<file path="src/cit_consts.vh">
// Constants for the instruction cycle timing decoder.
// Notes on behaviour
// RULE1: Instruction duration is counted in plain clock cycles, never machine cycles.
// RULE2: Most instructions take as many clock cycles as they have bytes.
// RULE3: A conditional branch not taken finishes one cycle sooner than when taken.
// RULE4: Add, add-carry, subtract-borrow and logic with working register: one byte, one cycle.
// RULE5: Arithmetic or logic with indirect RAM operand: one byte, two cycles.
// RULE6: Arithmetic or logic with direct or immediate operand: two bytes, two cycles.
// RULE7: Immediate into direct byte logic: three bytes, three cycles; accumulator into direct: two.
// RULE8: Increment or decrement of accumulator or register one cycle; direct or indirect two.
// RULE9: Incrementing the data pointer is one byte and one cycle.
// RULE10: Accumulator-only operations are one byte and one cycle.
// RULE11: Code byte reads relative to data pointer or program counter: one byte, three cycles.
// RULE12: External data moves, either direction or address width: one byte, three cycles.
// RULE13: Loading the data pointer with a 16-bit constant: three bytes, three cycles.
// RULE14: Push and pop of a direct byte: two bytes, two cycles each.
// RULE15: Direct to direct copy or immediate to direct store: three bytes, three cycles.
// RULE16: Any move writing indirect internal RAM takes two cycles.
// RULE17: Exchange with register one cycle; with direct, indirect or low nibble two cycles.
// RULE18: Carry clear, set, complement one byte one cycle; direct bit two bytes two cycles.
// RULE19: Logic immediate into accumulator two bytes two cycles; with register one and one.
// RULE20: The one unassigned opcode behaves exactly like the no-operation instruction.
// RULE21: Length and cycles come from a lookup table; next issue waits for the count.
`ifndef CIT_CONSTS_VH
`define CIT_CONSTS_VH
`define CIT_OP_W     8
`define CIT_LEN_W    2
`define CIT_CYC_W    4
`define CIT_ENT_W    7
`define CIT_F_COND   6
`define CIT_F_LEN    5:4
`define CIT_F_CYC    3:0
`define CIT_L1       2'h1
`define CIT_L2       2'h2
`define CIT_L3       2'h3
`define CIT_C0       4'h0
`define CIT_C1       4'h1
`define CIT_C2       4'h2
`define CIT_C3       4'h3
`define CIT_C4       4'h4
`define CIT_C5       4'h5
`define CIT_C6       4'h6
`define CIT_C8       4'h8
`define CIT_PLAIN    1'b0
`define CIT_COND     1'b1
`define CIT_TAKEN_EXTRA 4'h1
`define CIT_ST_IDLE  2'h1
`define CIT_ST_EXEC  2'h2
`endif

</file>
<file path="src/cit_cycle_timer.v">
// Down counter that holds one instruction for its number of clock cycles.
`timescale 1ns/1ps
module cit_cycle_timer #(
   parameter CNT_W = 4
) (
   input  wire             clock,
   input  wire             rst_n,
   input  wire             load,
   input  wire [CNT_W-1:0] load_val,
   output reg  [CNT_W-1:0] count_q,
   output wire             busy,
   output wire             last
);
   localparam [CNT_W-1:0] ZERO = {CNT_W{1'b0}};
   localparam [CNT_W-1:0] ONE  = {{(CNT_W-1){1'b0}}, 1'b1};

   reg [CNT_W-1:0] count_d;

   assign busy = (count_q != ZERO);
   assign last = (count_q == ONE);

   // A load in the final cycle replaces the count, so issues can run back to back.
   always @* begin
      count_d = count_q;
      if (load) begin
         count_d = load_val; // [RULE21]
      end else if (busy) begin
         count_d = count_q - ONE; // [RULE1]
      end
   end

   always @(posedge clock or negedge rst_n) begin
      if (!rst_n) begin
         count_q <= ZERO;
      end else begin
         count_q <= count_d;
      end
   end
endmodule

</file>
<file path="src/cit_decoder.v">
// Opcode length and cycle decoder with an issue sequencer for the core pipeline.
`timescale 1ns/1ps
`include "cit_consts.vh"
module cit_decoder #(
   parameter CNT_W = 16
) (
   input  wire                   clock,
   input  wire                   nrst,
   input  wire                   op_valid,
   input  wire [`CIT_OP_W-1:0]   op_code,
   input  wire                   op_taken,
   output wire                   op_ready,
   output reg                    op_issue_q,
   output reg  [`CIT_OP_W-1:0]   op_code_q,
   output reg  [`CIT_LEN_W-1:0]  op_len_q,
   output reg  [`CIT_CYC_W-1:0]  op_cycles_q,
   output reg                    op_cond_q,
   output reg                    op_taken_q,
   output wire                   op_busy,
   output wire                   op_last,
   output reg  [CNT_W-1:0]       retired_q,
   output reg  [CNT_W-1:0]       clocks_q
);
   localparam [1:0]       ST_IDLE = `CIT_ST_IDLE;
   localparam [1:0]       ST_EXEC = `CIT_ST_EXEC;
   localparam [CNT_W-1:0] CNT_ONE = {{(CNT_W-1){1'b0}}, 1'b1};

   // Packs one table entry: branch flag, byte length and not-taken cycle count.
   function [`CIT_ENT_W-1:0] mk;
      input       cond;
      input [1:0] len;
      input [3:0] cyc;
      begin
         mk = {cond, len, cyc};
      end
   endfunction

   // Timing table. Conditional entries hold the not-taken count.
   function [`CIT_ENT_W-1:0] tbl;
      input [7:0] op;
      reg   [3:0] hi;
      reg   [3:0] lo;
      begin
         hi  = op[7:4];
         lo  = op[3:0];
         tbl = mk(`CIT_PLAIN, `CIT_L1, `CIT_C1);
         if (lo[3]) begin
            case (hi)
               4'h0, 4'h1:         tbl = mk(`CIT_PLAIN, `CIT_L1, `CIT_C1); // [RULE8]
               4'h2, 4'h3, 4'h9:   tbl = mk(`CIT_PLAIN, `CIT_L1, `CIT_C1); // [RULE4]
               4'h4, 4'h5, 4'h6:   tbl = mk(`CIT_PLAIN, `CIT_L1, `CIT_C1); // [RULE19]
               4'h7, 4'h8, 4'hA:   tbl = mk(`CIT_PLAIN, `CIT_L2, `CIT_C2); // [RULE2]
               4'hB:               tbl = mk(`CIT_COND,  `CIT_L3, `CIT_C3);
               4'hC:               tbl = mk(`CIT_PLAIN, `CIT_L1, `CIT_C1); // [RULE17]
               4'hD:               tbl = mk(`CIT_COND,  `CIT_L2, `CIT_C2);
               4'hE, 4'hF:         tbl = mk(`CIT_PLAIN, `CIT_L1, `CIT_C1); // [RULE2]
               default:            tbl = mk(`CIT_PLAIN, `CIT_L1, `CIT_C1);
            endcase
         end else if (lo[3:1] == 3'h3) begin
            case (hi)
               4'h0, 4'h1:         tbl = mk(`CIT_PLAIN, `CIT_L1, `CIT_C2); // [RULE8]
               4'h2, 4'h3, 4'h9:   tbl = mk(`CIT_PLAIN, `CIT_L1, `CIT_C2); // [RULE5]
               4'h4, 4'h5, 4'h6:   tbl = mk(`CIT_PLAIN, `CIT_L1, `CIT_C2); // [RULE5]
               4'h7, 4'hA:         tbl = mk(`CIT_PLAIN, `CIT_L2, `CIT_C2); // [RULE16]
               4'h8:               tbl = mk(`CIT_PLAIN, `CIT_L2, `CIT_C2);
               4'hB:               tbl = mk(`CIT_COND,  `CIT_L3, `CIT_C4);
               4'hC, 4'hD:         tbl = mk(`CIT_PLAIN, `CIT_L1, `CIT_C2); // [RULE17]
               4'hE:               tbl = mk(`CIT_PLAIN, `CIT_L1, `CIT_C2);
               4'hF:               tbl = mk(`CIT_PLAIN, `CIT_L1, `CIT_C2); // [RULE16]
               default:            tbl = mk(`CIT_PLAIN, `CIT_L1, `CIT_C2);
            endcase
         end else begin
            case (lo)
               4'h0: begin
                  case (hi)
                     4'h0:             tbl = mk(`CIT_PLAIN, `CIT_L1, `CIT_C1);
                     4'h1, 4'h2, 4'h3: tbl = mk(`CIT_COND,  `CIT_L3, `CIT_C3);
                     4'h4, 4'h5:       tbl = mk(`CIT_COND,  `CIT_L2, `CIT_C2);
                     4'h6, 4'h7:       tbl = mk(`CIT_COND,  `CIT_L2, `CIT_C2);
                     4'h8:             tbl = mk(`CIT_PLAIN, `CIT_L2, `CIT_C4);
                     4'h9:             tbl = mk(`CIT_PLAIN, `CIT_L3, `CIT_C3); // [RULE13]
                     4'hA, 4'hB:       tbl = mk(`CIT_PLAIN, `CIT_L2, `CIT_C2);
                     4'hC, 4'hD:       tbl = mk(`CIT_PLAIN, `CIT_L2, `CIT_C2); // [RULE14]
                     4'hE, 4'hF:       tbl = mk(`CIT_PLAIN, `CIT_L1, `CIT_C3); // [RULE12]
                     default:          tbl = mk(`CIT_PLAIN, `CIT_L1, `CIT_C1);
                  endcase
               end
               4'h1: begin
                  tbl = mk(`CIT_PLAIN, `CIT_L2, `CIT_C4);
               end
               4'h2: begin
                  case (hi)
                     4'h0, 4'h1:       tbl = mk(`CIT_PLAIN, `CIT_L3, `CIT_C5);
                     4'h2, 4'h3:       tbl = mk(`CIT_PLAIN, `CIT_L1, `CIT_C6);
                     4'h4, 4'h5, 4'h6: tbl = mk(`CIT_PLAIN, `CIT_L2, `CIT_C2); // [RULE7]
                     4'h7, 4'h8:       tbl = mk(`CIT_PLAIN, `CIT_L2, `CIT_C2);
                     4'h9, 4'hA:       tbl = mk(`CIT_PLAIN, `CIT_L2, `CIT_C2);
                     4'hB, 4'hC, 4'hD: tbl = mk(`CIT_PLAIN, `CIT_L2, `CIT_C2); // [RULE18]
                     4'hE, 4'hF:       tbl = mk(`CIT_PLAIN, `CIT_L1, `CIT_C3); // [RULE12]
                     default:          tbl = mk(`CIT_PLAIN, `CIT_L1, `CIT_C1);
                  endcase
               end
               4'h3: begin
                  case (hi)
                     4'h0, 4'h1:       tbl = mk(`CIT_PLAIN, `CIT_L1, `CIT_C1); // [RULE10]
                     4'h2, 4'h3:       tbl = mk(`CIT_PLAIN, `CIT_L1, `CIT_C1); // [RULE10]
                     4'h4, 4'h5, 4'h6: tbl = mk(`CIT_PLAIN, `CIT_L3, `CIT_C3); // [RULE7]
                     4'h7:             tbl = mk(`CIT_PLAIN, `CIT_L1, `CIT_C4);
                     4'h8, 4'h9:       tbl = mk(`CIT_PLAIN, `CIT_L1, `CIT_C3); // [RULE11]
                     4'hA:             tbl = mk(`CIT_PLAIN, `CIT_L1, `CIT_C1); // [RULE9]
                     4'hB, 4'hC, 4'hD: tbl = mk(`CIT_PLAIN, `CIT_L1, `CIT_C1); // [RULE18]
                     4'hE, 4'hF:       tbl = mk(`CIT_PLAIN, `CIT_L1, `CIT_C3); // [RULE12]
                     default:          tbl = mk(`CIT_PLAIN, `CIT_L1, `CIT_C1);
                  endcase
               end
               4'h4: begin
                  case (hi)
                     4'h0, 4'h1:       tbl = mk(`CIT_PLAIN, `CIT_L1, `CIT_C1); // [RULE8]
                     4'h2, 4'h3, 4'h9: tbl = mk(`CIT_PLAIN, `CIT_L2, `CIT_C2); // [RULE6]
                     4'h4, 4'h5, 4'h6: tbl = mk(`CIT_PLAIN, `CIT_L2, `CIT_C2); // [RULE19]
                     4'h7:             tbl = mk(`CIT_PLAIN, `CIT_L2, `CIT_C2);
                     4'h8:             tbl = mk(`CIT_PLAIN, `CIT_L1, `CIT_C8);
                     4'hA:             tbl = mk(`CIT_PLAIN, `CIT_L1, `CIT_C4);
                     4'hB:             tbl = mk(`CIT_COND,  `CIT_L3, `CIT_C3);
                     4'hC, 4'hD:       tbl = mk(`CIT_PLAIN, `CIT_L1, `CIT_C1); // [RULE10]
                     4'hE, 4'hF:       tbl = mk(`CIT_PLAIN, `CIT_L1, `CIT_C1); // [RULE10]
                     default:          tbl = mk(`CIT_PLAIN, `CIT_L1, `CIT_C1);
                  endcase
               end
               4'h5: begin
                  case (hi)
                     4'h0, 4'h1:       tbl = mk(`CIT_PLAIN, `CIT_L2, `CIT_C2); // [RULE8]
                     4'h2, 4'h3, 4'h9: tbl = mk(`CIT_PLAIN, `CIT_L2, `CIT_C2); // [RULE6]
                     4'h4, 4'h5, 4'h6: tbl = mk(`CIT_PLAIN, `CIT_L2, `CIT_C2); // [RULE6]
                     4'h7, 4'h8:       tbl = mk(`CIT_PLAIN, `CIT_L3, `CIT_C3); // [RULE15]
                     4'hA:             tbl = mk(`CIT_PLAIN, `CIT_L1, `CIT_C1); // [RULE20]
                     4'hB:             tbl = mk(`CIT_COND,  `CIT_L3, `CIT_C4);
                     4'hC:             tbl = mk(`CIT_PLAIN, `CIT_L2, `CIT_C2); // [RULE17]
                     4'hD:             tbl = mk(`CIT_COND,  `CIT_L3, `CIT_C3);
                     4'hE, 4'hF:       tbl = mk(`CIT_PLAIN, `CIT_L2, `CIT_C2); // [RULE2]
                     default:          tbl = mk(`CIT_PLAIN, `CIT_L1, `CIT_C1);
                  endcase
               end
               default: begin
                  tbl = mk(`CIT_PLAIN, `CIT_L1, `CIT_C1);
               end
            endcase
         end
      end
   endfunction

   reg                   rst_meta_q;
   reg                   rst_sync_q;
   reg  [1:0]            state_q;
   reg  [1:0]            state_d;
   wire [`CIT_ENT_W-1:0] entry;
   wire                  accept;
   wire                  timer_busy;
   wire                  timer_last;
   wire [`CIT_CYC_W-1:0] timer_count;
   reg  [`CIT_CYC_W-1:0] run_cycles;

   // Reset is asserted at once but released two clocks late to avoid metastable release.
   always @(posedge clock or negedge nrst) begin
      if (!nrst) begin
         rst_meta_q <= 1'b0;
         rst_sync_q <= 1'b0;
      end else begin
         rst_meta_q <= 1'b1;
         rst_sync_q <= rst_meta_q;
      end
   end

   assign entry = tbl(op_code); // [RULE21]

   // A new opcode is taken when idle or in the last cycle of the current one, so the
   // issue rate equals the table count and no bubble is inserted.
   assign op_ready = rst_sync_q & ((state_q == ST_IDLE) | timer_last); // [RULE21]
   assign accept   = op_valid & op_ready;
   assign op_busy  = timer_busy;
   assign op_last  = timer_last;

   // The branch outcome must be known at issue; a taken branch costs one more cycle.
   always @* begin
      run_cycles = entry[`CIT_F_CYC];
      if (entry[`CIT_F_COND] && op_taken) begin
         run_cycles = entry[`CIT_F_CYC] + `CIT_TAKEN_EXTRA; // [RULE3]
      end
   end

   cit_cycle_timer #(
      .CNT_W (`CIT_CYC_W)
   ) u_timer (
      .clock    (clock),
      .rst_n    (rst_sync_q),
      .load     (accept),
      .load_val (run_cycles),
      .count_q  (timer_count),
      .busy     (timer_busy),
      .last     (timer_last)
   );

   always @* begin
      state_d = state_q;
      case (state_q)
         ST_IDLE: begin
            if (accept) begin
               state_d = ST_EXEC;
            end
         end
         ST_EXEC: begin
            if (timer_last && !accept) begin
               state_d = ST_IDLE;
            end
         end
         default: begin
            state_d = ST_IDLE;
         end
      endcase
   end

   always @(posedge clock or negedge rst_sync_q) begin
      if (!rst_sync_q) begin
         state_q     <= ST_IDLE;
         op_issue_q  <= 1'b0;
         op_code_q   <= {`CIT_OP_W{1'b0}};
         op_len_q    <= {`CIT_LEN_W{1'b0}};
         op_cycles_q <= `CIT_C0;
         op_cond_q   <= 1'b0;
         op_taken_q  <= 1'b0;
         retired_q   <= {CNT_W{1'b0}};
         clocks_q    <= {CNT_W{1'b0}};
      end else begin
         state_q    <= state_d;
         op_issue_q <= accept;
         if (accept) begin
            op_code_q   <= op_code;
            op_len_q    <= entry[`CIT_F_LEN];
            op_cycles_q <= run_cycles; // [RULE1]
            op_cond_q   <= entry[`CIT_F_COND];
            op_taken_q  <= entry[`CIT_F_COND] & op_taken; // [RULE3]
         end
         if (timer_last) begin
            retired_q <= retired_q + CNT_ONE;
         end
         // Counts only clocks spent executing, so software can compare it with the table.
         if (timer_busy) begin
            clocks_q <= clocks_q + CNT_ONE; // [RULE1]
         end
      end
   end
endmodule

</file>
<file path="config.mk">
export PLATFORM = sky130hd
export DESIGN_NAME = cit_decoder
export DESIGN_NICKNAME = d
export VERILOG_FILES = /design/src/cit_cycle_timer.v /design/src/cit_decoder.v
export VERILOG_INCLUDE_DIRS = /design/src /design/src/src
export SDC_FILE = /design/constraint.sdc
export NUM_CORES = 1
export LEC_CHECK = 0
export ABC_AREA = 1
export BUFFER_PORTS_ARGS = -buffer_cell sky130_fd_sc_hd__buf_4
export CORE_UTILIZATION = 40
export DETAILED_ROUTE_END_ITERATION = 8
export GPL_ROUTABILITY_DRIVEN = 0
export PLACE_DENSITY_LB_ADDON = 0.05
export SYNTH_ARGS = -nofsm -noshare
export SYNTH_HDL_FRONTEND = slang
export SYNTH_HIERARCHICAL = 1
export SYNTH_SLANG_ARGS = --single-unit
</file>
<file path="constraint.sdc">
create_clock -name clock -period 2 [get_ports clock]
set_clock_uncertainty 0.2 [all_clocks]
set_input_delay 0.1 -clock clock [delete_from_list [all_inputs] [get_ports clock]]
set_output_delay 0.1 -clock clock [all_outputs]
set_load 0.005 [all_outputs]
</file>
==> impl_table.tex, run 1 <==
\begin{tabular}{lr}
\hline
Metric & Value \\
\hline
\multicolumn{2}{l}{\textbf{Timing}} \\
Transition time of the tightest slew-check pin & between 0.7 and 0.8 ns \\
Number of setup violations in the final report & 9 \\
Share of the clock period used by the worst path & 1.029 \\
Fmax & 0.4858 GHz \\
Max-slew violation count & 0 \\
Setup WS post-layout & -0.05832 ns \\
Hold Violations, Final & 0 \\
Unrepaired setup endpoints after global routing & yes \\
Min Hold Slack & about 0.014 ns \\
Time the final worst path needs with I/O delays and setup & 2.058 ns \\
Worst-case headroom to the max-slew limit & 0.5129 \\
\multicolumn{2}{l}{\textbf{Floorplanning}} \\
Die outline area & $\sim$8400 µm² \\
Standard cell core area & $\sim$8000 µm² \\
Die span in y & 91.75 µm \\
Number of ports placed on the die boundary & 64 \\
FP Rows & 32 \\
Chip width & 91.75 µm \\
Initial cell density of the core & 0.4148 \\
\multicolumn{2}{l}{\textbf{Clock network}} \\
Longest Clk Path Bufs & 2 \\
Number of clock sinks & 57 \\
Clock-pin slew of the registers on the worst-case setup and hold paths & 0.07 ns \\
Total CTS buffers & 9 \\
TritonCTS clock tree & built \\
Clock latency of the later-clocked register in the worst-skew pair & 0.34 ns \\
Master cell of the clock root buffer & sky130\_fd\_sc\_hd\_\_clkbuf\_8 \\
Count of H-tree levels built during CTS & 3 \\
\multicolumn{2}{l}{\textbf{Logic synthesis}} \\
Synthesized netlist net count & 410 \\
Number of library cell types mapped by synthesis & 40 \\
Cell count after synthesis & 389 \\
Sequential element share of the synthesized area & 0.4431 \\
Seq cells post-synth & 57 \\
Synthesis Warnings & 6 \\
Synthesized cell area & 3222 µm² \\
Avg Inst Size Synth & approximately 8.3 µm² \\
\multicolumn{2}{l}{\textbf{Critical path}} \\
Cell type of the slowest stage on the worst timing path & sky130\_fd\_sc\_hd\_\_dfrtp\_1 \\
Critical path buffers and inverters & 6 \\
Top Family by Delay on Critical Path & buffers and inverters \\
Worst EP required & between 2 and 2.5 ns \\
CP most frequent cell & sky130\_fd\_sc\_hd\_\_buf\_4 \\
Kind of critical path & register to register \\
Series of cell instances along the critical path & inv\_2, ha\_4, inv\_2, nor2\_4, buf\_4, o21a\_1, nand2\_4, buf\_6, buf\_4, buf\_4, nand2\_1, nand2\_1 \\
Type of origin of the critical path & register \\
Setup crit end kind & register \\
Largest driver fanout on the critical path & 5 \\
Critical path's largest stage delay & 0.39 ns \\
Arrival time worst endpoint & approximately 2.1 ns \\
\multicolumn{2}{l}{\textbf{Routing}} \\
Number of nets with antenna violations after detailed routing & 0 \\
Drt drc & 0 \\
Drt total wl & about 8.6 mm \\
Initial DRC Count & approximately 130 \\
Vias/cell & about 4.8 \\
DR vias & between 3000 and 4000 \\
Post-DR wirelength/cell & roughly 13 µm \\
Initial DRT Pass Iterations & 4 \\
\multicolumn{2}{l}{\textbf{Pwr}} \\
Static leakage & 2.637 nW \\
Post-layout total power & 0.005180 W \\
Power Dens Cells & between 1000 and 1500 nW/µm² \\
Peak VDD IR & roughly 640 µV \\
\multicolumn{2}{l}{\textbf{Finish}} \\
Final cell utilization of the core & 0.6456 \\
Area of combinational cells with multiple inputs & 1754 µm² \\
Area growth, synth to finish & 55.65\% \\
Total of fill cells in the finished design & around 660 \\
Antenna diodes & 0 \\
Share of layout cells above drive strength 1 & 0.4389 \\
Final net count & about 580 \\
Sequential cell area in the final layout & 1431 µm² \\
Cell Count, Final, Fillers Out & 667 \\
\multicolumn{2}{l}{\textbf{Placed design}} \\
PortBufs & 63 \\
Instance count after placement with tap cells included & 611 \\
HPWL after DPL & 5.770 mm \\
\multicolumn{2}{l}{\textbf{Run}} \\
Maxcap violations & 0 \\
\multicolumn{2}{l}{\textbf{Hold path}} \\
Hold Crit Class & input port to register \\
\multicolumn{2}{l}{\textbf{Global routing}} \\
Number of global-route vias before repair & 2919 \\
Remaining global-route overflow & 0 \\
First-pass GRT wire length & $\sim$14 mm \\
All-layer global routing usage & 0.2088 \\
Antenna violations before repair & 0 \\
Maximum number of pins on one net before global-route repair & 56 \\
\multicolumn{2}{l}{\textbf{Outcome}} \\
Violations in the final reports & setup timing \\
Outcome & complete, but fails checks \\
\hline
\end{tabular}
==> what timing repair did <==
action	4_1_cts	5_1_grt
setup endpoints to repair	14	38
setup buffers	24	9
gates resized for setup	21	45
endpoints found under the hold margin	11	0
pin swaps	14	18
hold buffers	8	0
gates cloned	0	1
==> cell families (layout without fill, tap and decap cells) <==
kind of cell | Yosys count | in the layout | share of synthesized area
other | 1 | 1 | 0.001164
adders and majority gates | 9 | 9 | 0.03495
AOI/OAI and AO/OA | 42 | 42 | 0.07146
DFF | 57 | 57 | 0.4431
and+or+nand+nor | 195 | 195 | 0.3014
buffers and inverters | 56 | 232 | 0.06912
xor gates and xnor gates | 29 | 29 | 0.07883
==> routing by layer <==
layer | global-route usage | vias up | wire (µm)
li1 | - | 1589 | -
met1 | 0.2674 | 1490 | 3928
met5 | 0 | - | 0
met3 | 0.04063 | 19 | 362
met2 | 0.3358 | 79 | 4090
met4 | 0.1068 | 0 | 199
==> area by class of cell <==
| cell class | count | share of cell area |
|---|---|---|
| well taps | 102 | 0.02545 |
| multi-input cells | 276 | 0.3498 |
| repair buffers | 163 | 0.2542 |
| clock inverters | 5 | 0.01073 |
| inverters | 52 | 0.04291 |
| clock buffers | 11 | 0.03019 |
| repair inverters | 1 | 0.001248 |
| flip-flops and latches | 57 | 0.2854 |
==> synth_stat cells (all sizes together) <==
cell type,instances,area share
conb,1,0.0012
ha,9,0.035
clkbuf,1,0.0012
dfrtp,56,0.43
a21boi,1,0.0023
o22ai,1,0.0019
buf,3,0.0074
o21a,1,0.0023
nor3,6,0.014
and3,2,0.0039
xor2,17,0.046
xnor2,12,0.033
nand3b,1,0.0023
nor3b,1,0.0023
dfstp,1,0.0082
o21ai,27,0.043
and2,3,0.0058
nor2,43,0.068
a41oi,1,0.0027
o211ai,1,0.0023
nand3,31,0.064
a21oi,10,0.017
inv,52,0.061
nand2,99,0.12
nand4,7,0.014
or2,2,0.0039
==> worst register-to-register path, stage by stage, from the launching register on <==
cell and delay [ns]:
sky130_fd_sc_hd__dfrtp_1 0.39, sky130_fd_sc_hd__inv_2 0.11, sky130_fd_sc_hd__ha_4 0.14, sky130_fd_sc_hd__inv_2 0.04, sky130_fd_sc_hd__nor2_4 0.09, sky130_fd_sc_hd__buf_4 0.14
sky130_fd_sc_hd__o21a_1 0.19, sky130_fd_sc_hd__nand2_4 0.11, sky130_fd_sc_hd__buf_6 0.15, sky130_fd_sc_hd__buf_4 0.15, sky130_fd_sc_hd__buf_4 0.15, sky130_fd_sc_hd__nand2_1 0.05
sky130_fd_sc_hd__nand2_1 0.05
==> metrics by stage <==
stage / TNS, ns / area, µm² / setup slack [ns]
final: -0.3137 / 5015 / -0.05832
after global routing: -2.123 / 5015 / -0.1557
after CTS: -0.1774 / 4821 / -0.06024
after detailed placement: -1.344 / 4274 / -0.2065
after global placement: -1.095 / 4274 / -0.1534
after floorplan: -0.09124 / 3247 / -0.04782
==> cell usage in the layout (no fill, tap or decap), types with 3 or more instances in the layout <==
| master | instances |
|---|---|
| sky130_fd_sc_hd__nand4_1 | 7 |
| sky130_fd_sc_hd__a21oi_1 | 6 |
| sky130_fd_sc_hd__dlygate4sd3_1 | 8 |
| sky130_fd_sc_hd__o21ai_1 | 8 |
| sky130_fd_sc_hd__inv_1 | 36 |
| sky130_fd_sc_hd__buf_4 | 149 |
| sky130_fd_sc_hd__and2_1 | 3 |
| sky130_fd_sc_hd__nand3_4 | 4 |
| sky130_fd_sc_hd__nand2_4 | 5 |
| sky130_fd_sc_hd__inv_2 | 11 |
| sky130_fd_sc_hd__a21oi_2 | 3 |
| sky130_fd_sc_hd__nor2_2 | 10 |
| sky130_fd_sc_hd__ha_1 | 6 |
| sky130_fd_sc_hd__dfrtp_1 | 55 |
| sky130_fd_sc_hd__nand2_2 | 7 |
| sky130_fd_sc_hd__nand3_2 | 6 |
| sky130_fd_sc_hd__clkinv_2 | 3 |
| sky130_fd_sc_hd__xor2_1 | 17 |
| sky130_fd_sc_hd__clkbuf_8 | 11 |
| sky130_fd_sc_hd__buf_6 | 5 |
| sky130_fd_sc_hd__nand3_1 | 21 |
| sky130_fd_sc_hd__inv_4 | 4 |
| sky130_fd_sc_hd__nor2_1 | 23 |
| sky130_fd_sc_hd__nand2_1 | 87 |
| sky130_fd_sc_hd__xnor2_1 | 11 |
| sky130_fd_sc_hd__o21ai_0 | 17 |
| sky130_fd_sc_hd__nor2_4 | 10 |
==> flip-flops by register name (all words and copies together) (netlist names) <==
name	count
op_cond_q	1
state_q	2
retired_q	16
op_len_q	2
u_timer/count_q	4
rst_sync_q	1
op_code_q	8
clocks_q	16
op_issue_q	1
op_taken_q	1
op_cycles_q	4
rst_meta_q	1
==> where the power goes <==
part	switching (W)	total, W	internal (W)
clock network	0.000487	0.00113	0.000639
logic	0.00104	0.00228	0.00124
registers	0.000296	0.00177	0.00147
total	0.00182	0.00518	0.00336
==> worst paths after layout <==
kind                               startpoint             end  slack, ns  depth (start not counted)
setup reg to reg           u_timer/count_q[1]  op_cycles_q[0]      -0.06                         12
hold reg to reg                    rst_meta_q      rst_sync_q       0.15                          0
hold / removal                     op_code[6]    op_code_q[6]       0.01                          4
max in group asynchronous          rst_sync_q    retired_q[4]       0.83                          1
min in group asynchronous          rst_sync_q      state_q[1]       0.28                          1
setup / recovery           u_timer/count_q[1]  op_cycles_q[0]      -0.06                         12
(Power assumes the default switching activity.)
==> run 2, diff against run 1 <==
--- a/config.mk
+++ b/config.mk
@@ -6,7 +6,6 @@
 export SDC_FILE = /design/constraint.sdc
 export NUM_CORES = 1
 export LEC_CHECK = 0
-export ABC_AREA = 1
 export BUFFER_PORTS_ARGS = -buffer_cell sky130_fd_sc_hd__buf_4
 export CORE_UTILIZATION = 40
 export DETAILED_ROUTE_END_ITERATION = 8
==> run 2 against run 1 <==
Net effect: sequential share of layout area is 2.4 points higher; count of clock-buffer cells in the layout did not move; power is 8.2% lower; wire length is 11% lower; synthesized cell count down 20%; via count fell by 13%; clock power is 5% higher; critical path depth fell by 2; the flow now finishes without violations.
==> impl_table.tex, run 2 <==
\begin{tabular}{lr}
\hline
Metric & Value \\
\hline
\multicolumn{2}{l}{\textbf{Global routing}} \\
Number of global-route vias before repair & 2642 \\
First-pass GRT wire length & 12.53 mm \\
Antenna violations before repair & 0 \\
Maximum number of pins on one net before global-route repair & 56 \\
Remaining global-route overflow & 0 \\
All-layer global routing usage & 0.1917 \\
\multicolumn{2}{l}{\textbf{Floorplanning}} \\
Die outline area & between 8000 and 9000 µm² \\
FP Rows & 31 \\
Chip width & 90.45 µm \\
Number of ports placed on the die boundary & 64 \\
Die span in y & 90.45 µm \\
Standard cell core area & $\sim$7400 µm² \\
Initial cell density of the core & 0.4224 \\
\multicolumn{2}{l}{\textbf{Pwr}} \\
Static leakage & 2.288 nW \\
Peak VDD IR & 627.0 µV \\
Switching portion of total power & 0.3065 \\
Part of the power in combinational logic & 0.378 \\
Sequential Power Share & 0.372 \\
Net switching power & around 0.0015 W \\
Power Dens Cells & 1026 nW/µm² \\
Total internal power & roughly 0.0033 W \\
Post-layout total power & about 0.0048 W \\
Clk network pwr share & 0.250 \\
\multicolumn{2}{l}{\textbf{Logic synthesis}} \\
Synthesized cell area & 3129 µm² \\
Avg Inst Size Synth & 10.09 µm² \\
Biggest area contributors in the synthesized netlist & sky130\_fd\_sc\_hd\_\_dfrtp\_1 (45\%), sky130\_fd\_sc\_hd\_\_xnor2\_1 (6.2\%), sky130\_fd\_sc\_hd\_\_nand2\_1 (5.4\%), sky130\_fd\_sc\_hd\_\_xor2\_1 (3.6\%), sky130\_fd\_sc\_hd\_\_ha\_1 (3.6\%) \\
Area share of the leading cell type in the synthesized netlist & 0.4478 \\
Cell count after synthesis & 310 \\
Ys async rst share & 1.000 \\
Dominant synthesized flop cell & sky130\_fd\_sc\_hd\_\_dfrtp\_1 \\
Number of library cell types mapped by synthesis & 60 \\
Top cell types by occurrence after synthesis & sky130\_fd\_sc\_hd\_\_dfrtp\_1 (56), sky130\_fd\_sc\_hd\_\_nand2\_1 (45), sky130\_fd\_sc\_hd\_\_xnor2\_1 (22) \\
Synthesis Warnings & 6 \\
Post-synth EDFFs & 0 \\
Synthesized netlist net count & between 300 and 400 \\
Seq cells post-synth & 57 \\
Most common cell in the netlist & sky130\_fd\_sc\_hd\_\_dfrtp\_1 \\
Sequential element share of the synthesized area & 0.4562 \\
Yosys top cell by area & sky130\_fd\_sc\_hd\_\_dfrtp\_1 \\
\multicolumn{2}{l}{\textbf{Timing}} \\
Min Hold Slack & roughly 0.0013 ns \\
Time the final worst path needs with I/O delays and setup & around 2.0 ns \\
Number of setup violations in the final report & 0 \\
Share of the clock period used by the worst path & 0.9968 \\
Hold Violations, Final & 0 \\
Setup WS post-layout & 0.006420 ns \\
Max-slew violation count & 0 \\
Worst-case headroom to the max-slew limit & 0.5377 \\
Transition time of the tightest slew-check pin & 0.6935 ns \\
Unrepaired setup endpoints after global routing & yes \\
Fmax & 0.5016 GHz \\
\multicolumn{2}{l}{\textbf{Finish}} \\
Most used cells in the layout excluding fill and tap cells & sky130\_fd\_sc\_hd\_\_buf\_4 (130), sky130\_fd\_sc\_hd\_\_dfrtp\_1 (55), sky130\_fd\_sc\_hd\_\_nand2\_1 (45), sky130\_fd\_sc\_hd\_\_xnor2\_1 (21), sky130\_fd\_sc\_hd\_\_nor2\_1 (16) \\
Area growth, synth to finish & 48.06\% \\
Cell Count, Final, Fillers Out & 558 \\
Most common cell after layout, fill and taps aside & sky130\_fd\_sc\_hd\_\_buf\_4 \\
Share of layout cells above drive strength 1 & 0.4248 \\
Antenna diodes & 0 \\
Final net count & 475 \\
Leading registers by flop count & clocks\_q: 16 flops, retired\_q: 16 flops, op\_code\_q: 8 flops \\
Non-Filler Cell Area, Final & 4633 µm² \\
Total of fill cells in the finished design & 628 \\
\multicolumn{2}{l}{\textbf{Clock network}} \\
Clock-pin slew of the registers on the worst-case setup and hold paths & 0.06 ns \\
Master cell of the clock root buffer & sky130\_fd\_sc\_hd\_\_clkbuf\_8 \\
Number of clock sinks & 57 \\
Clock latency of the later-clocked register in the worst-skew pair & about 0.32 ns \\
Longest Clk Path Bufs & 2 \\
Count of H-tree levels built during CTS & 3 \\
TritonCTS clock tree & built \\
Total CTS buffers & 9 \\
\multicolumn{2}{l}{\textbf{Critical path}} \\
Worst reg-to-reg path cell count & 10 \\
Worst EP required & 2.02 ns \\
Kind of critical path & register to register \\
Endpoint of the most critical register-to-register path & op\_cond\_q \\
CP startpoint & u\_timer/count\_q[1] \\
Critical path destination & op\_cond\_q \\
Largest driver fanout on the critical path & 8 \\
Type of origin of the critical path & register \\
Setup slack of the most critical reg-to-reg path & 0.006 ns \\
Setup crit end kind & register \\
FF-to-FF Start & u\_timer/count\_q[1] \\
Arrival time worst endpoint & 2.01 ns \\
\multicolumn{2}{l}{\textbf{Outcome}} \\
Outcome & completed \\
\multicolumn{2}{l}{\textbf{Routing}} \\
Initial DRT Pass Iterations & 5 \\
Drt total wl & roughly 7.7 mm \\
DR vias & 2765 \\
Number of nets with antenna violations after detailed routing & 0 \\
Initial DRC Count & 55 \\
Drt drc & 0 \\
Post-DR wirelength/cell & 13.75 µm \\
Vias/cell & 4.955 \\
\multicolumn{2}{l}{\textbf{Run}} \\
Maxcap violations & 0 \\
\multicolumn{2}{l}{\textbf{Hold path}} \\
Hold Crit Class & input port to register \\
\multicolumn{2}{l}{\textbf{Placed design}} \\
Post-Place Worst Slack & -0.3611 ns \\
HPWL after DPL & 5.541 mm \\
PortBufs & 63 \\
Instance count after placement with tap cells included & 512 \\
Dpl cell area & 4078 µm² \\
\hline
\end{tabular}
run 2: how the worst min path moves through the flow:
stage / from / to / slack (ns) / depth (start not counted)
detailed placement: nrst / rst_sync_q / -0.32 / 1
floorplan: nrst / rst_meta_q / -0.40 / 0
global placement: nrst / rst_meta_q / -0.32 / 1
CTS: op_code[0] / op_code_q[0] / 0.02 / 4
finish: op_code[6] / op_code_q[6] / 0.001 / 4
global route: op_code[6] / op_code_q[6] / 0.008 / 4
run 2: routing by layer:
layer | part of all wire | track usage | vias to the layer above
met5 | 0 | 0 | -
met4 | 0.012 | 0.06855 | 0
met3 | 0.041 | 0.04882 | 11
met2 | 0.48 | 0.3028 | 71
met1 | 0.46 | 0.2542 | 1314
li1 | - | - | 1369
run 2: layout make-up:
| cell class | count | area, µm² | share of cell area |
|---|---|---|---|
| multi-input cells | 228 | 1630 | 0.3519 |
| flip-flops and latches | 57 | 1431 | 0.3089 |
| repair buffers | 146 | 1169 | 0.2522 |
| clock buffers | 11 | 141.4 | 0.03052 |
| well taps | 99 | 123.9 | 0.02674 |
| clock inverters | 5 | 78.83 | 0.01701 |
| inverters | 11 | 53.80 | 0.01161 |
| repair inverters | 1 | 5.005 | 0.001080 |
run 2: worst max-delay path, cell delays in order (launching register included):
cell	delay, ns
sky130_fd_sc_hd__dfrtp_1	0.38
sky130_fd_sc_hd__inv_2	0.07
sky130_fd_sc_hd__ha_1	0.18
sky130_fd_sc_hd__nor3b_4	0.15
sky130_fd_sc_hd__o21a_1	0.23
sky130_fd_sc_hd__nand2_4	0.17
sky130_fd_sc_hd__clkinv_2	0.14
sky130_fd_sc_hd__buf_4	0.15
sky130_fd_sc_hd__buf_4	0.12
sky130_fd_sc_hd__nand2_1	0.05
sky130_fd_sc_hd__nand2_1	0.04
run 2: power by group through the flow:
stage / Combinational (W) / Sequential (W) / Clock (W)
after floorplan: 0.000801 / 0.00178 / 0
after global placement: 0.00155 / 0.00178 / 0
after detailed placement: 0.00158 / 0.00179 / 0
after CTS: 0.00161 / 0.00177 / 0.00122
after global routing: 0.00198 / 0.00182 / 0.00127
final: 0.00180 / 0.00177 / 0.00119
run 2: logic make-up (layout without fill, tap and decap cells):
| logic type | count (synthesis) | after routing | synth area share |
|---|---|---|---|
| fa+ha+maj | 9 | 9 | 0.03599 |
| xor+xnor | 35 | 35 | 0.09796 |
| mux | 11 | 11 | 0.04078 |
| buf+inv | 25 | 174 | 0.04438 |
| flops | 57 | 57 | 0.4562 |
| other cells | 1 | 1 | 0.001198 |
| compound gates | 54 | 54 | 0.1248 |
| simple gates | 118 | 118 | 0.1987 |
run 2: metrics by stage:
step / util / setup TNS (ns)
after CTS: 0.5945 / 0
after detailed placement: 0.5504 / -1.159
after global placement: 0.5504 / -0.8944
after global routing: 0.6254 / -1.032
final: 0.6254 / 0
after floorplan: - / -0.3034
run 2: what timing repair did:
action,4_1_cts,5_1_grt
hold buffers,7,0
hold endpoints to repair,6,0
pin swaps,1,11
endpoints found under the setup margin,3,26
cloned,0,2
buffers inserted,4,17
resized for setup,1,21
==> run 3, diff against run 2 <==
--- a/config.mk
+++ b/config.mk
@@ -10,6 +10,7 @@
 export CORE_UTILIZATION = 40
 export DETAILED_ROUTE_END_ITERATION = 8
 export GPL_ROUTABILITY_DRIVEN = 0
+export GPL_TIMING_DRIVEN = 0
 export PLACE_DENSITY_LB_ADDON = 0.05
 export SYNTH_ARGS = -nofsm -noshare
 export SYNTH_HDL_FRONTEND = slang
==> run 3 against run 2 <==
Net effect: the run now ends with setup timing left; maximum frequency down 1.7%; count of clock-buffer cells in the layout unchanged; die area unchanged; via count up 1.3%; critical path type is now input port to register; hold slack better by 0.024 ns; global-route usage up 0.54 points; clock power about the same; design area up 2.2%; combinational power up 9%; flip-flop and latch count unchanged.
==> impl_table.tex, run 3 (synthesis results as in run 2) <==
\begin{tabular}{lr}
\hline
Metric & Value \\
\hline
\multicolumn{2}{l}{\textbf{Placed design}} \\
Post-Place Worst Slack & -0.5299 ns \\
HPWL after DPL & 4.937 mm \\
PortBufs & 62 \\
Dpl cell area & roughly 3800 µm² \\
\multicolumn{2}{l}{\textbf{Global routing}} \\
Maximum number of pins on one net before global-route repair & 30 \\
Met2 global-route usage & 0.3073 \\
Number of global-route vias before repair & 2593 \\
All-layer global routing usage & 0.1970 \\
Antenna violations before repair & 0 \\
Top Usage Layer GRT & met2 \\
Met1 usage & 0.2614 \\
GR Layer Usage met3 & 0.05219 \\
Remaining global-route overflow & 0 \\
First-pass GRT wire length & roughly 13 mm \\
\multicolumn{2}{l}{\textbf{Pwr}} \\
Post-layout total power & $\sim$0.0050 W \\
Power Dens Cells & 1048 nW/µm² \\
Static leakage & 2.249 nW \\
Peak VDD IR & 619.8 µV \\
\multicolumn{2}{l}{\textbf{Finish}} \\
Antenna diodes & 0 \\
Final net count & 461 \\
Area growth, synth to finish & 51.26\% \\
Total of fill cells in the finished design & 616 \\
Sequential cell area in the final layout & 1431 µm² \\
Most common cell after layout, fill and taps aside & sky130\_fd\_sc\_hd\_\_buf\_4 \\
Leading registers by flop count & clocks\_q: 16 flops, retired\_q: 16 flops, op\_code\_q: 8 flops \\
Final cell utilization of the core & 0.6389 \\
Non-Filler Cell Area, Final & 4733 µm² \\
Share of layout cells above drive strength 1 & 0.4517 \\
Area of combinational cells with multiple inputs & 1765 µm² \\
Most used cells in the layout excluding fill and tap cells & sky130\_fd\_sc\_hd\_\_buf\_4 (102), sky130\_fd\_sc\_hd\_\_dfrtp\_1 (55), sky130\_fd\_sc\_hd\_\_nand2\_1 (44), sky130\_fd\_sc\_hd\_\_xnor2\_1 (21), sky130\_fd\_sc\_hd\_\_buf\_6 (15) \\
\multicolumn{2}{l}{\textbf{Clock network}} \\
Master cell of the clock root buffer & sky130\_fd\_sc\_hd\_\_clkbuf\_8 \\
Longest Clk Path Bufs & 2 \\
Count of H-tree levels built during CTS & 3 \\
Number of clock sinks & 57 \\
Clock-pin slew of the registers on the worst-case setup and hold paths & 0.06 ns \\
TritonCTS clock tree & built \\
Clock latency of the later-clocked register in the worst-skew pair & 0.33 ns \\
Total CTS buffers & 9 \\
\multicolumn{2}{l}{\textbf{Routing}} \\
Vias/cell & 5.147 \\
Initial DRC Count & 87 \\
Initial DRT Pass Iterations & 4 \\
Number of nets with antenna violations after detailed routing & 0 \\
DR vias & 2800 \\
Post-DR wirelength/cell & 14.81 µm \\
Drt drc & 0 \\
Drt total wl & 8.055 mm \\
\multicolumn{2}{l}{\textbf{Timing}} \\
Hold Violations, Final & 0 \\
Fmax & between 0.4 and 0.5 GHz \\
Time the final worst path needs with I/O delays and setup & 2.029 ns \\
Max-slew violation count & 0 \\
Unrepaired setup endpoints after global routing & yes \\
Number of setup violations in the final report & 5 \\
Share of the clock period used by the worst path & 1.014 \\
Setup WS post-layout & -0.02883 ns \\
\multicolumn{2}{l}{\textbf{Critical path}} \\
Endpoint of the most critical register-to-register path & u\_timer/count\_q[3] \\
Kind of critical path & input port to register \\
Largest driver fanout on the critical path & 5 \\
FF-to-FF Start & u\_timer/count\_q[1] \\
Type of origin of the critical path & input port \\
Worst reg-to-reg path cell count & 9 \\
Arrival time worst endpoint & 2.05 ns \\
Worst EP required & 2.02 ns \\
Setup slack of the most critical reg-to-reg path & -0.02 ns \\
Setup crit end kind & register \\
\multicolumn{2}{l}{\textbf{Floorplanning}} \\
Chip width & 90.45 µm \\
Standard cell core area & 7408 µm² \\
FP Rows & 31 \\
Number of ports placed on the die boundary & 64 \\
Die span in y & 90.45 µm \\
Die outline area & 8181 µm² \\
Initial cell density of the core & 0.4224 \\
\multicolumn{2}{l}{\textbf{Run}} \\
Maxcap violations & 0 \\
\multicolumn{2}{l}{\textbf{Hold path}} \\
Capture endpoint of the worst hold path & op\_code\_q[0] \\
Hold Crit Class & input port to register \\
Worst Hold Path Cells & 4 \\
Beginning of the worst hold path & op\_code[0] \\
\multicolumn{2}{l}{\textbf{Outcome}} \\
Outcome & complete, but fails checks \\
Violations in the final reports & setup timing \\
\hline
\end{tabular}
## run 3: cell count changes in the layout (fill, tap and decap cells not counted), moves of 3 or more
cell	before	now
sky130_fd_sc_hd__buf_4	130	102
sky130_fd_sc_hd__buf_6	6	15
sky130_fd_sc_hd__nand3_1	9	5
sky130_fd_sc_hd__nand3_2	0	4
sky130_fd_sc_hd__nor2_1	16	11
sky130_fd_sc_hd__nor2_4	0	3
## run 3: area by class of cell
type	count	share of cell area
Buffer	11	0.02749
Multi-Input combinational cell	228	0.3730
Clock buffer	11	0.02987
Clock inverter	5	0.01665
Timing Repair Buffer	122	0.2120
Sequential cell	57	0.3024
Inverter	11	0.01242
Tap cell	99	0.02617
## run 3: report_power, final
part           switching, W  total (W)  internal (W)
Combinational      0.000777    0.00196       0.00119
Sequential         0.000312    0.00178       0.00147
Clock              0.000479    0.00121      0.000734
Total               0.00157    0.00496       0.00339
## run 3: through the flow
step / hold WS (ns) / std cells / TNS (ns)
after floorplan: -0.3956 / 310 / -0.3034
after global placement: -0.3175 / 471 / -5.327
after detailed placement: -0.3152 / 471 / -5.476
after CTS: 0.01789 / 521 / -0.4841
after global routing: 0.03157 / 544 / -1.587
final: 0.02501 / 544 / -0.08042
## run 3: how the worst max path moves through the flow
stage	start	end	slack [ns]	cells after the start
final	op_code[3]	op_cycles_q[1]	-0.03	8
after global routing	u_timer/count_q[1]	clocks_q[13]	-0.11	9
after detailed placement	op_code[5]	op_cycles_q[1]	-0.53	10
after CTS	u_timer/count_q[1]	u_timer/count_q[3]	-0.09	10
after floorplan	op_code[2]	u_timer/count_q[1]	-0.10	8
after global placement	op_code[5]	op_cycles_q[1]	-0.53	10
## run 3: worst max-delay path, stage by stage
cell                      delay, ns
sky130_fd_sc_hd__buf_4         0.14
sky130_fd_sc_hd__or4_4         0.57
sky130_fd_sc_hd__a21oi_2       0.14
sky130_fd_sc_hd__a21oi_2       0.10
sky130_fd_sc_hd__a31oi_4       0.20
sky130_fd_sc_hd__ha_1          0.26
sky130_fd_sc_hd__mux2_4        0.28
sky130_fd_sc_hd__mux2_4        0.26
## run 3: per-layer routing
| metal | part of all wire | vias up | wire [µm] |
|---|---|---|---|
| met5 | 0 | - | 0 |
| met4 | 0.018 | 0 | 143 |
| met3 | 0.053 | 15 | 428 |
| met2 | 0.48 | 91 | 3897 |
| met1 | 0.45 | 1345 | 3586 |
| li1 | - | 1349 | - |
## run 3: timing repair
item | 4_1_cts | 5_1_grt
pin swaps | 9 | 21
setup buffers | 29 | 25
hold buffers | 6 | 0
gates resized for setup | 21 | 43
endpoints found under the hold margin | 6 | 0
endpoints found under the setup margin | 38 | 43
gates cloned | 1 | 0
